--- config.mk ---
export PLATFORM = sky130hd
export DESIGN_NAME = i2cst_top
export DESIGN_NICKNAME = d
export VERILOG_FILES = /design/src/hdl/i2cst_pkg.sv /design/src/hdl/i2cst_sync.sv /design/src/hdl/i2cst_top.sv
export VERILOG_INCLUDE_DIRS = /design/src /design/src/hdl
export SDC_FILE = /design/constraint.sdc
export NUM_CORES = 1
export LEC_CHECK = 0
export BUFFER_PORTS_ARGS = -buffer_cell sky130_fd_sc_hd__buf_2
export CAP_MARGIN = 5
export CORE_UTILIZATION = 54
export CTS_CLUSTER_DIAMETER = 120
export DETAILED_ROUTE_END_ITERATION = 6
export PLACE_DENSITY = 0.87
export SYNTH_ARGS = -nofsm -noshare
export SYNTH_HDL_FRONTEND = slang
export SYNTH_SLANG_ARGS = --single-unit
--- constraint.sdc ---
create_clock -name sys_clk -period 2.2 [get_ports sys_clk]
set_input_delay 0.22 -clock sys_clk [delete_from_list [all_inputs] [get_ports sys_clk]]
set_output_delay 0.22 -clock sys_clk [all_outputs]
set_load 0.005 [all_outputs]
--- src/hdl/i2cst_defines.svh ---
// register offsets, field positions and reset values of the status block
`ifndef I2CST_DEFINES_SVH
`define I2CST_DEFINES_SVH

`define I2CST_OFF_STATUS 8'h00
`define I2CST_OFF_STATE 8'h04
`define I2CST_OFF_TXCNT 8'h08
`define I2CST_OFF_RXCNT 8'h0C
`define I2CST_OFF_INTERRUPT_ENABLE_MASK 8'h10
`define I2CST_OFF_IRQ_RAW 8'h14
`define I2CST_OFF_IRQ_END 8'h18
`define I2CST_OFF_IRQ_CLR 8'h1C
`define I2CST_OFF_RX_TRG 8'h20
`define I2CST_OFF_TX_TRG 8'h24

`define I2CST_CNT_MAX 11'h7FE
`define I2CST_CNT_RST 11'h000
`define I2CST_TRG_RST 5'h08
`define I2CST_ENB_RST 16'h0000

`define I2CST_B_BUSQ 0
`define I2CST_B_IDLE 1
`define I2CST_B_WAIT 2
`define I2CST_B_STALL 3
`define I2CST_B_ARB 4
`define I2CST_B_NACKA 5
`define I2CST_B_NACKD 6
`define I2CST_B_CLKLO 7
`define I2CST_B_RXNE 8
`define I2CST_B_INBOUND_QUEUE_SATURATED 9
`define I2CST_B_TXOVF 10
`define I2CST_B_RXTRG 11
`define I2CST_B_RXOVF 11
`define I2CST_B_OUTBOUND_QUEUE_DRAINED 12
`define I2CST_B_TXRDY 12
`define I2CST_B_TXNF 13
`define I2CST_B_RXRDY 13
`define I2CST_B_TXTRG 15
`define I2CST_B_IRQ_TXE 14
`define I2CST_B_IRQ_RXF 15
`define I2CST_B_SDA 30
`define I2CST_B_SCL 31

`endif

--- src/hdl/i2cst_pkg.sv ---
// types shared by the status and interrupt block
package i2cst_pkg;

  typedef enum logic [1:0] {
    I2CST_BUS_QUIET = 2'b01,
    I2CST_BUS_BUSY = 2'b10
  } i2cst_bus_t;

  // events and levels reported by the controller core, same clock
  typedef struct packed {
    logic ctrl_idle;
    logic txn_start;
    logic txn_held;
    logic stop_sent;
    logic tx_active;
    logic rx_active;
    logic arb_lost;
    logic nack_addr;
    logic nack_data;
    logic word_sent;
    logic word_rcvd;
    logic clock_low_expiry;
    logic outbound_overrun;
    logic inbound_overrun;
  } i2cst_evt_t;

  typedef struct packed {
    logic [3:0] state;
    logic [3:0] step;
    logic [8:0] bit_engine_state;
    logic [4:0] rx_level;
    logic [4:0] tx_level;
  } i2cst_obs_t;

endpackage : i2cst_pkg

--- src/hdl/i2cst_sync.sv ---
// two flip-flop synchroniser for pin levels
`timescale 1ns/10ps
module i2cst_sync #(
  parameter int W = 2,
  parameter logic [W-1:0] INIT = '1
) (
  input wire logic sys_clk,
  input wire logic srst,
  input wire logic [W-1:0] async_in,
  output logic [W-1:0] sync_out
);
  logic [W-1:0] meta_reg;

  always_ff @(posedge sys_clk) begin
    if (srst) begin
      meta_reg <= INIT;
      sync_out <= INIT;
    end else begin
      meta_reg <= async_in;
      sync_out <= meta_reg;
    end
  end
endmodule : i2cst_sync

--- src/hdl/i2cst_top.sv ---
// status, tallies and interrupt logic of the two-wire bus master
`timescale 1ns/10ps
`include "i2cst_defines.svh"
module i2cst_top
  import i2cst_pkg::*;
#(
  parameter logic [4:0] FIFO_DEPTH = 5'h10
) (
  input wire logic sys_clk,
  input wire logic srst,
  input wire logic [7:0] reg_addr,
  input wire logic [31:0] reg_wdata,
  input wire logic reg_wr,
  input wire logic reg_rd,
  output logic [31:0] reg_rdata,
  input wire i2cst_evt_t evt,
  input wire i2cst_obs_t obs,
  input wire logic scl_in,
  input wire logic sda_in,
  output logic irq
);

  // ***************************************************************
  // pin sampling and bus quiet detection
  // ***************************************************************
  logic [1:0] pins_s;
  logic scl_s;
  logic sda_s;
  logic sda_d_reg;
  logic bus_start;
  logic bus_stop;
  i2cst_bus_t bus_reg;
  logic bus_quiet_flag;

  i2cst_sync #(
    .W(2),
    .INIT(2'h3)
  ) u_sync (
    .sys_clk(sys_clk),
    .srst(srst),
    .async_in({scl_in, sda_in}),
    .sync_out(pins_s)
  );

  assign scl_s = pins_s[1];
  assign sda_s = pins_s[0];

  always_ff @(posedge sys_clk) begin
    if (srst) begin
      sda_d_reg <= 1'b1;
    end else begin
      sda_d_reg <= sda_s;
    end
  end

  assign bus_start = scl_s & sda_d_reg & ~sda_s;
  assign bus_stop = scl_s & ~sda_d_reg & sda_s;

  always_ff @(posedge sys_clk) begin
    if (srst) begin
      bus_reg <= I2CST_BUS_QUIET;
    end else begin
      case (bus_reg)
        I2CST_BUS_QUIET: begin
          if (bus_start) begin
            bus_reg <= I2CST_BUS_BUSY;
          end
        end
        I2CST_BUS_BUSY: begin
          if (bus_stop) begin
            bus_reg <= I2CST_BUS_QUIET;
          end
        end
        default: begin
          bus_reg <= I2CST_BUS_QUIET;
        end
      endcase
    end
  end

  assign bus_quiet_flag = (bus_reg == I2CST_BUS_QUIET);

  // ***************************************************************
  // transaction status flags
  // ***************************************************************
  logic waiting_reg;
  logic arbitration_defeat_flag;
  logic address_refused_flag;
  logic word_refused_flag;
  logic stalled;

  function automatic logic hold_flag(input logic set, input logic clr,
                                     input logic cur);
    hold_flag = set ? 1'b1 : (clr ? 1'b0 : cur);
  endfunction : hold_flag

  always_ff @(posedge sys_clk) begin
    if (srst) begin
      waiting_reg <= 1'b0;
    end else begin
      waiting_reg <= hold_flag(evt.txn_held,
                               evt.txn_start | evt.stop_sent,
                               waiting_reg);
    end
  end

  always_ff @(posedge sys_clk) begin
    if (srst) begin
      arbitration_defeat_flag <= 1'b0;
      address_refused_flag <= 1'b0;
      word_refused_flag <= 1'b0;
    end else begin
      arbitration_defeat_flag <= hold_flag(evt.arb_lost, evt.txn_start,
                                           arbitration_defeat_flag);
      address_refused_flag <= hold_flag(evt.nack_addr, evt.txn_start,
                                        address_refused_flag);
      word_refused_flag <= hold_flag(evt.nack_data, evt.txn_start,
                                     word_refused_flag);
    end
  end

  // ***************************************************************
  // queue flags
  // ***************************************************************
  logic [4:0] rx_trg_reg;
  logic [4:0] tx_trg_reg;
  logic inbound_has_entries;
  logic inbound_queue_saturated;
  logic inbound_level_reached;
  logic outbound_queue_drained;
  logic outbound_has_room;
  logic outbound_level_low;

  assign inbound_has_entries = (obs.rx_level != 5'h00);
  assign inbound_queue_saturated = (obs.rx_level >= FIFO_DEPTH);
  assign inbound_level_reached = (obs.rx_level >= rx_trg_reg);
  assign outbound_queue_drained = (obs.tx_level == 5'h00);
  assign outbound_has_room = (obs.tx_level < FIFO_DEPTH);
  assign outbound_level_low = (obs.tx_level < tx_trg_reg);

  assign stalled = (evt.tx_active & outbound_queue_drained) |
                   (evt.rx_active & inbound_queue_saturated);

  logic [31:0] status_now;

  always_comb begin
    status_now = 32'h0000_0000;
    status_now[`I2CST_B_BUSQ] = bus_quiet_flag;
    status_now[`I2CST_B_IDLE] = evt.ctrl_idle;
    status_now[`I2CST_B_WAIT] = waiting_reg;
    status_now[`I2CST_B_STALL] = stalled;
    status_now[`I2CST_B_ARB] = arbitration_defeat_flag;
    status_now[`I2CST_B_NACKA] = address_refused_flag;
    status_now[`I2CST_B_NACKD] = word_refused_flag;
    status_now[`I2CST_B_RXNE] = inbound_has_entries;
    status_now[`I2CST_B_INBOUND_QUEUE_SATURATED] = inbound_queue_saturated;
    status_now[`I2CST_B_RXTRG] = inbound_level_reached;
    status_now[`I2CST_B_OUTBOUND_QUEUE_DRAINED] = outbound_queue_drained;
    status_now[`I2CST_B_TXNF] = outbound_has_room;
    status_now[`I2CST_B_TXTRG] = outbound_level_low;
    status_now[`I2CST_B_SDA] = sda_s;
    status_now[`I2CST_B_SCL] = scl_s;
  end

  // ***************************************************************
  // word tallies
  // ***************************************************************
  logic [10:0] sent_word_tally;
  logic [10:0] received_word_tally;

  function automatic logic [10:0] tally_next(input logic start,
                                             input logic word,
                                             input logic [10:0] cur);
    logic [10:0] base;
    base = start ? `I2CST_CNT_RST : cur;
    if (word && base < `I2CST_CNT_MAX) begin
      tally_next = base + 11'h001;
    end else begin
      tally_next = base;
    end
  endfunction : tally_next

  always_ff @(posedge sys_clk) begin
    if (srst) begin
      sent_word_tally <= `I2CST_CNT_RST;
    end else begin
      sent_word_tally <= tally_next(evt.txn_start, evt.word_sent,
                                    sent_word_tally);
    end
  end

  always_ff @(posedge sys_clk) begin
    if (srst) begin
      received_word_tally <= `I2CST_CNT_RST;
    end else begin
      received_word_tally <= tally_next(evt.txn_start, evt.word_rcvd,
                                        received_word_tally);
    end
  end

  // ***************************************************************
  // interrupt sources
  // ***************************************************************
  logic [6:0] status_prev_reg;
  logic [6:0] edge_reg;
  logic clk_lo_reg;
  logic tx_ovf_reg;
  logic rx_ovf_reg;
  logic [15:0] interrupt_enable_mask;
  logic [15:0] irq_raw;
  logic [15:0] irq_end;
  logic clr_wr;

  assign clr_wr = reg_wr && (reg_addr == `I2CST_OFF_IRQ_CLR);

  always_ff @(posedge sys_clk) begin
    if (srst) begin
      status_prev_reg <= 7'h03;
      edge_reg <= 7'h00;
    end else begin
      status_prev_reg <= status_now[6:0];
      edge_reg <= status_now[6:0] & ~status_prev_reg;
    end
  end

  // a new event wins over a clear in the same cycle
  always_ff @(posedge sys_clk) begin
    if (srst) begin
      clk_lo_reg <= 1'b0;
      tx_ovf_reg <= 1'b0;
      rx_ovf_reg <= 1'b0;
    end else begin
      clk_lo_reg <= hold_flag(evt.clock_low_expiry,
                              clr_wr & reg_wdata[`I2CST_B_CLKLO],
                              clk_lo_reg);
      tx_ovf_reg <= hold_flag(evt.outbound_overrun,
                              clr_wr & reg_wdata[`I2CST_B_TXOVF],
                              tx_ovf_reg);
      rx_ovf_reg <= hold_flag(evt.inbound_overrun,
                              clr_wr & reg_wdata[`I2CST_B_RXOVF],
                              rx_ovf_reg);
    end
  end

  always_comb begin
    irq_raw = 16'h0000;
    irq_raw[6:0] = edge_reg;
    irq_raw[`I2CST_B_CLKLO] = clk_lo_reg;
    irq_raw[`I2CST_B_TXOVF] = tx_ovf_reg;
    irq_raw[`I2CST_B_RXOVF] = rx_ovf_reg;
    irq_raw[`I2CST_B_TXRDY] = outbound_level_low;
    irq_raw[`I2CST_B_RXRDY] = inbound_level_reached;
    irq_raw[`I2CST_B_IRQ_TXE] = outbound_queue_drained;
    irq_raw[`I2CST_B_IRQ_RXF] = inbound_queue_saturated;
  end

  assign irq_end = irq_raw & interrupt_enable_mask;
  assign irq = |irq_end;

  // ***************************************************************
  // register port
  // ***************************************************************
  always_ff @(posedge sys_clk) begin
    if (srst) begin
      interrupt_enable_mask <= `I2CST_ENB_RST;
      rx_trg_reg <= `I2CST_TRG_RST;
      tx_trg_reg <= `I2CST_TRG_RST;
    end else if (reg_wr) begin
      case (reg_addr)
        `I2CST_OFF_INTERRUPT_ENABLE_MASK: begin
          interrupt_enable_mask <= reg_wdata[15:0];
        end
        `I2CST_OFF_RX_TRG: begin
          rx_trg_reg <= reg_wdata[4:0];
        end
        `I2CST_OFF_TX_TRG: begin
          tx_trg_reg <= reg_wdata[4:0];
        end
        default: begin
        end
      endcase
    end
  end

  logic [31:0] rdata_next;

  always_comb begin
    case (reg_addr)
      `I2CST_OFF_STATUS: rdata_next = status_now;
      `I2CST_OFF_STATE: rdata_next = {3'h0, obs.bit_engine_state, 1'b0,
                                      obs.tx_level, 1'b0, obs.rx_level,
                                      obs.step, obs.state};
      `I2CST_OFF_TXCNT: rdata_next = {21'h000000, sent_word_tally};
      `I2CST_OFF_RXCNT: rdata_next = {21'h000000, received_word_tally};
      `I2CST_OFF_INTERRUPT_ENABLE_MASK: rdata_next = {16'h0000, interrupt_enable_mask};
      `I2CST_OFF_IRQ_RAW: rdata_next = {16'h0000, irq_raw};
      `I2CST_OFF_IRQ_END: rdata_next = {16'h0000, irq_end};
      `I2CST_OFF_RX_TRG: rdata_next = {27'h0000000, rx_trg_reg};
      `I2CST_OFF_TX_TRG: rdata_next = {27'h0000000, tx_trg_reg};
      default: rdata_next = 32'h0000_0000;
    endcase
  end

  // read data stand only in the cycle after the strobe
  always_ff @(posedge sys_clk) begin
    if (srst) begin
      reg_rdata <= 32'h0000_0000;
    end else if (reg_rd) begin
      reg_rdata <= rdata_next;
    end else begin
      reg_rdata <= 32'h0000_0000;
    end
  end
endmodule : i2cst_top

# Yosys cells after proc, flatten, opt, wreduce, memory -nomap -nowiden
# Cells that the tools add are included.
# totals
regBits	108
# op_classes
muxes	20
n_lt_le_gt_ge	6
n_reduce_logical	19
eq_ne	13
n_bitwise	17
n_addsub	2
# op_table
cell	n
one-hot mux 32 bit (9 select lines)	1
2-to-1 mux 11 bit	4
equality test 8 x 5 -> 1 bit, second input constant	4
adder 11 x 1 -> 11 bit, second input constant	2
less-than comparator 11 bit, second input constant	2
bitwise AND 16 bit	1
equality test 8 x 4 -> 1 bit, second input constant	2
equality test 8 x 6 -> 1 bit, second input constant	2
OR reduction 16 bit	1
nonzero test 2 bit	7
2-to-1 mux 1 bit	12
bitwise AND 1 bit	9
equality test 8 x 3 -> 1 bit, second input constant	1
logical NOT 8 bit	1
AND reduction 2 bit	4
bitwise AND 7 bit	1
NOT 7 bit	1
>= comparator 5 bit	1
>= comparator 5 bit, second input constant	1
logical NOT 5 bit	1
less-than comparator 5 bit	1
less-than comparator 5 bit, second input constant	1
nonzero test 5 bit	1
2-to-1 mux 2 bit	2
other kinds (8)	14

# Depth between registers and ports, before layout
# depth
depth_word	5
ltp_mapped	8

# Hierarchy
# From an unflattened synthesis, not the netlist that was laid out.
# unflattened
hier_cells	581
area_unflattened_um2	5071.1
# by_module_without_submodules
mod	area_per_inst_um2	cells_each	n_inst
i2cst_top	4966.0	573	1
i2cst_sync	105.1	8	1

# Worst setup path after synthesis
# No wires, ideal clock.
# synth_path
path_kind	reg2out
from	register rx_trg_reg[2]
to	output port irq
arrival_ns	1.577
stages_incl_launch_ff	7
slack_ns	0.403
cell_sequence	dfxtp_1 -> inv_1 -> ha_1 -> a21o_1 -> a21o_1 -> a211o_1 -> a221o_1
# synth_via
elab_chain_len	3
# synth_lines
item	line	source
from (decl)	i2cst_top.sv:125	logic [4:0] rx_trg_reg;
from (signal assigned)	i2cst_top.sv:266	rx_trg_reg <= `I2CST_TRG_RST;
from (signal assigned)	i2cst_top.sv:274	rx_trg_reg <= reg_wdata[4:0];
>= comparator 5 bit	i2cst_top.sv:136	assign inbound_level_reached = (obs.rx_level >= rx_trg_reg);
bitwise AND 16 bit	i2cst_top.sv:257	assign irq_end = irq_raw & interrupt_enable_mask;
OR reduction 16 bit	i2cst_top.sv:258	assign irq = |irq_end;
to (decl)	i2cst_top.sv:20	output logic irq
# No other way between the ends.

# Worst setup path after layout
# layout_path
from	register rx_trg_reg[1]
to	output port irq
# The elaborated chain is that of the path after synthesis.

==> impl_results.html <==
<table>
<tr><th>Metric</th><th>Value</th></tr>
<tr><th colspan="2">Timing</th></tr>
<tr><td>Finish-stage setup viols</td><td>1</td></tr>
<tr><td>Number of max-slew violations in the final report</td><td>0</td></tr>
<tr><td>Final hold viol count</td><td>0</td></tr>
<tr><td>Final Worst Setup Slack</td><td>-0.08232 ns</td></tr>
<tr><td>Timing-limited maximum frequency</td><td>438.2 MHz</td></tr>
<tr><td>Final critical path time including I/O delays and setup</td><td>2.282 ns</td></tr>
<tr><td>Clock tree skew after final layout</td><td>0.009182 ns</td></tr>
<tr><td>Slew headroom</td><td>0.5864</td></tr>
<tr><td>Unrepaired setup endpoints after global routing</td><td>true</td></tr>
<tr><td>Slew at the pin with the worst max-slew slack</td><td>0.6147 ns</td></tr>
<tr><td>Final period util</td><td>1.037</td></tr>
<tr><th colspan="2">Floorplanning</th></tr>
<tr><td>Initial cell density of the core</td><td>0.5632</td></tr>
<tr><td>Die Height</td><td>98.07 um</td></tr>
<tr><td>Core Box Area</td><td>8848 sq um</td></tr>
<tr><td>Number of top-level pins</td><td>120</td></tr>
<tr><td>Die area</td><td>9617 sq um</td></tr>
<tr><td>Die Wd</td><td>98.07 um</td></tr>
<tr><td>Row Count</td><td>34</td></tr>
<tr><th colspan="2">Setup path</th></tr>
<tr><td>Peak per-stage delay on the critical path</td><td>0.35 ns</td></tr>
<tr><td>Startpoint types</td><td>flop</td></tr>
<tr><td>Critical Path Sink Type</td><td>output port</td></tr>
<tr><td>Cell family with the largest share of critical-path delay</td><td>compound AO/OA/AOI/OAI gates</td></tr>
<tr><td>Number of buffer and inverter stages on the critical path</td><td>2</td></tr>
<tr><td>Worst endpoint data arrival time</td><td>2.06 ns</td></tr>
<tr><td>Library cell contributing the largest single delay on the critical path</td><td>a221o_1</td></tr>
<tr><td>Cell occurring most often along the worst timing path</td><td>a21o_1</td></tr>
<tr><td>Maximum fanout encountered on the critical timing path</td><td>3</td></tr>
<tr><td>Worst EP required</td><td>1.98 ns</td></tr>
<tr><td>Crit path kind</td><td>flop to output port</td></tr>
<tr><td>Crit-path cells</td><td>inv_1 &gt; ha_2 &gt; a21o_1 &gt; a21o_1 &gt; a211o_1 &gt; a221o_1 &gt; buf_2</td></tr>
<tr><th colspan="2">Logic synthesis</th></tr>
<tr><td>Post-synth top cells</td><td>dfxtp_1, nand2_1, nor2_1</td></tr>
<tr><td>Most used standard cell by instance count after synthesis</td><td>dfxtp_1</td></tr>
<tr><td>Number of unique standard cell types used by synthesis</td><td>65</td></tr>
<tr><td>Cells after Synth</td><td>583</td></tr>
<tr><td>Largest cells by area after synthesis</td><td>dfxtp_1, nand2_1, a21oi_1</td></tr>
<tr><td>Combined area of all synthesized cells</td><td>4984 sq um</td></tr>
<tr><td>Predominant post-synthesis flop cell</td><td>dfxtp_1</td></tr>
<tr><td>Fraction of the yosys area taken by sequential cells</td><td>0.4258</td></tr>
<tr><td>Ys async rst share</td><td>0</td></tr>
<tr><td>Average cell area after synthesis</td><td>8.548 sq um</td></tr>
<tr><td>Synth Register Bits</td><td>106</td></tr>
<tr><td>Number of enable-type register cells in the synthesized netlist</td><td>0</td></tr>
<tr><td>Leading area contributor after synthesis</td><td>dfxtp_1</td></tr>
<tr><td>Fraction of synthesized cell area taken by the top area cell type</td><td>0.4258</td></tr>
<tr><td>Warning count from the yosys run</td><td>0</td></tr>
<tr><th colspan="2">Final layout</th></tr>
<tr><td>Area growth from synthesis to layout</td><td>16.97%</td></tr>
<tr><td>Flip-flop count of the largest register after layout</td><td>30</td></tr>
<tr><td>Antenna Diode Count</td><td>0</td></tr>
<tr><td>Biggest registers after layout</td><td>reg_rdata x30, interrupt_enable_mask x16</td></tr>
<tr><td>Fraction of final layout cells sized beyond drive strength 1</td><td>0.2311</td></tr>
<tr><td>Number of nets in the finished design</td><td>781</td></tr>
<tr><td>Post-layout instance count excluding filler cells</td><td>796</td></tr>
<tr><td>Fillcell total</td><td>764</td></tr>
<tr><td>Reg with most FFs</td><td>reg_rdata</td></tr>
<tr><th colspan="2">Placed design</th></tr>
<tr><td>Placer Congestion</td><td>0.9437</td></tr>
<tr><td>Dpl ws</td><td>0.1516 ns</td></tr>
<tr><td>Number of placed instances with taps included</td><td>777</td></tr>
<tr><td>HPWL reported at the end of detailed placement</td><td>10490 um</td></tr>
<tr><td>I/O Buffers</td><td>101</td></tr>
<tr><th colspan="2">Global routing</th></tr>
<tr><td>Via count of the first global-routing pass</td><td>4514</td></tr>
<tr><td>Overall Global Routing Usage</td><td>0.3002</td></tr>
<tr><td>GRT overflow</td><td>0</td></tr>
<tr><td>First-pass GRT wire length</td><td>22480 um</td></tr>
<tr><td>Initial antenna violation count</td><td>0</td></tr>
<tr><td>Largest net degree at the start of global routing</td><td>36</td></tr>
<tr><th colspan="2">Route</th></tr>
<tr><td>Final routed DRC violation total</td><td>16</td></tr>
<tr><td>Via-to-Cell Ratio</td><td>6.039</td></tr>
<tr><td>Number of search-and-repair iterations in the first detailed-routing pass</td><td>7</td></tr>
<tr><td>Detailed router's first-iteration violation count</td><td>569</td></tr>
<tr><td>Total via count after detailed routing</td><td>4807</td></tr>
<tr><td>Routed Wire Length</td><td>14150 um</td></tr>
<tr><td>Post-DR wirelength/cell</td><td>17.77 um</td></tr>
<tr><td>Residual antenna-violating net count after detailed routing</td><td>0</td></tr>
<tr><th colspan="2">Flow run</th></tr>
<tr><td># Max-Cap Violations</td><td>0</td></tr>
<tr><th colspan="2">Worst hold path</th></tr>
<tr><td>Class of the worst hold path</td><td>primary input to flop</td></tr>
<tr><th colspan="2">CTS</th></tr>
<tr><td>Number of clock buffers inserted by TritonCTS</td><td>9</td></tr>
<tr><td>CTS tree</td><td>done</td></tr>
<tr><td>Worst-skew pair later-pin latency</td><td>0.38 ns</td></tr>
<tr><td>Number of levels in the clock H-tree</td><td>3</td></tr>
<tr><td>Total number of clock tree sinks</td><td>106</td></tr>
<tr><td>Clock transition time at the flip-flop clock pins of the worst setup and hold paths</td><td>0.10 ns</td></tr>
<tr><td>CTS hold repair buffers</td><td>0</td></tr>
<tr><td>CTS Root Buffer Type</td><td>clkbuf_8</td></tr>
<tr><td>Longest Clk Path Bufs</td><td>2</td></tr>
<tr><th colspan="2">Status</th></tr>
<tr><td>Outcome</td><td>finished, violations left</td></tr>
<tr><td>Violations in the final reports</td><td>design-rule violations, negative setup slack</td></tr>
<tr><th colspan="2">Power</th></tr>
<tr><td>Maximum vdd ir drop</td><td>371.0 uV</td></tr>
<tr><td>Reported leakage power</td><td>2.403 nW</td></tr>
<tr><td>Pwr dens</td><td>603.8 nW/um^2</td></tr>
</table>
==> path summary, 6_finish.rpt <==
| path | startpoint | to | slack, ns | depth (start not counted) |
|---|---|---|---|---|
| hold / removal | sda_in | u_sync.meta_reg[0] | 0.01 | 2 |
| setup / recovery | rx_trg_reg[1] | irq | -0.08 | 7 |
| setup reg to reg | received_word_tally[7] | received_word_tally[6] | 0.33 | 6 |
| hold reg to reg | status_prev_reg[5] | edge_reg[5] | 0.38 | 1 |
==> power by group <==
group          switching, mW  internal (mW)  total, mW
sequential            0.0193           1.95       1.97
clock                  0.686          0.541       1.23
combinational          0.193          0.134      0.327
total                  0.899           2.62       3.52
==> logic make-up after synthesis <==
kind of cell	count (synthesis)	synth area share
DFF	106	0.4258
adders and majority gates	11	0.02762
and+or+nand+nor	256	0.2669
buffers and inverters	49	0.04444
AOI/OAI and AO/OA	119	0.1549
xor gates and xnor gates	15	0.02636
muxes	26	0.05323
other	1	0.0007525
==> timing repair <==
action / 4_1_cts / 5_1_grt
pin swaps: 4 / 0
endpoints found under the setup margin: 1 / 1
gates resized for setup: 7 / 0
setup buffers: 3 / 0
==> routing by layer <==
metal | global-route usage | vias to the layer above | wire length [um]
li1 | - | 2256 | -
met1 | 0.3925 | 2180 | 6051
met2 | 0.4800 | 320 | 6324
met3 | 0.05011 | 51 | 1226
met4 | 0.1492 | 0 | 542
met5 | 0 | - | 0
==> placed cells by master, fill, tap and decap left out, drive strengths merged, types with 15 or more instances in the layout <==
cell type,instances
nand3,16
o21ai,16
and2,15
mux2i,22
nor2b,23
buf,119
a21oi,48
inv,19
nand2,72
nor2,56
dfxtp,106
==> layout make-up <==
cell class              count  area, sq um  area share
multi-input cells         429         2659      0.4561
flip-flops and latches    106         2127      0.3649
repair buffers            119        640.6      0.1099
well taps                 108        135.1     0.02318
clock buffers              10        127.6     0.02189
clock inverters             6        72.57     0.01245
inverters                  18        67.56     0.01159
==> stage by stage <==
| step | total power [mW] | hold slack [ns] | TNS (ns) | util | cell area [sq um] |
|---|---|---|---|---|---|
| 2_1_floorplan | 2.178 | 0.2991 | 0 | - | 4987 |
| 3_3_place_gp | 2.312 | 0.3709 | 0 | 0.6314 | 5587 |
| 3_5_place_dp | 2.323 | 0.3808 | 0 | 0.6314 | 5587 |
| 4_1_cts | 3.521 | 0.007814 | -0.07416 | 0.6588 | 5829 |
| 5_1_grt | 3.629 | 0.009791 | -0.1491 | 0.6588 | 5829 |
| 6_report | 3.520 | 0.009880 | -0.08232 | 0.6588 | 5829 |
==> worst register-to-register path, stage by stage (launching register included) <==
cell	delay, ns
dfxtp_1	0.35
nor2b_1	0.24
nor4bb_1	0.57
buf_4	0.24
nor4b_1	0.07
xnor2_1	0.22
nor2_1	0.06
(Power assumes the default switching activity.)
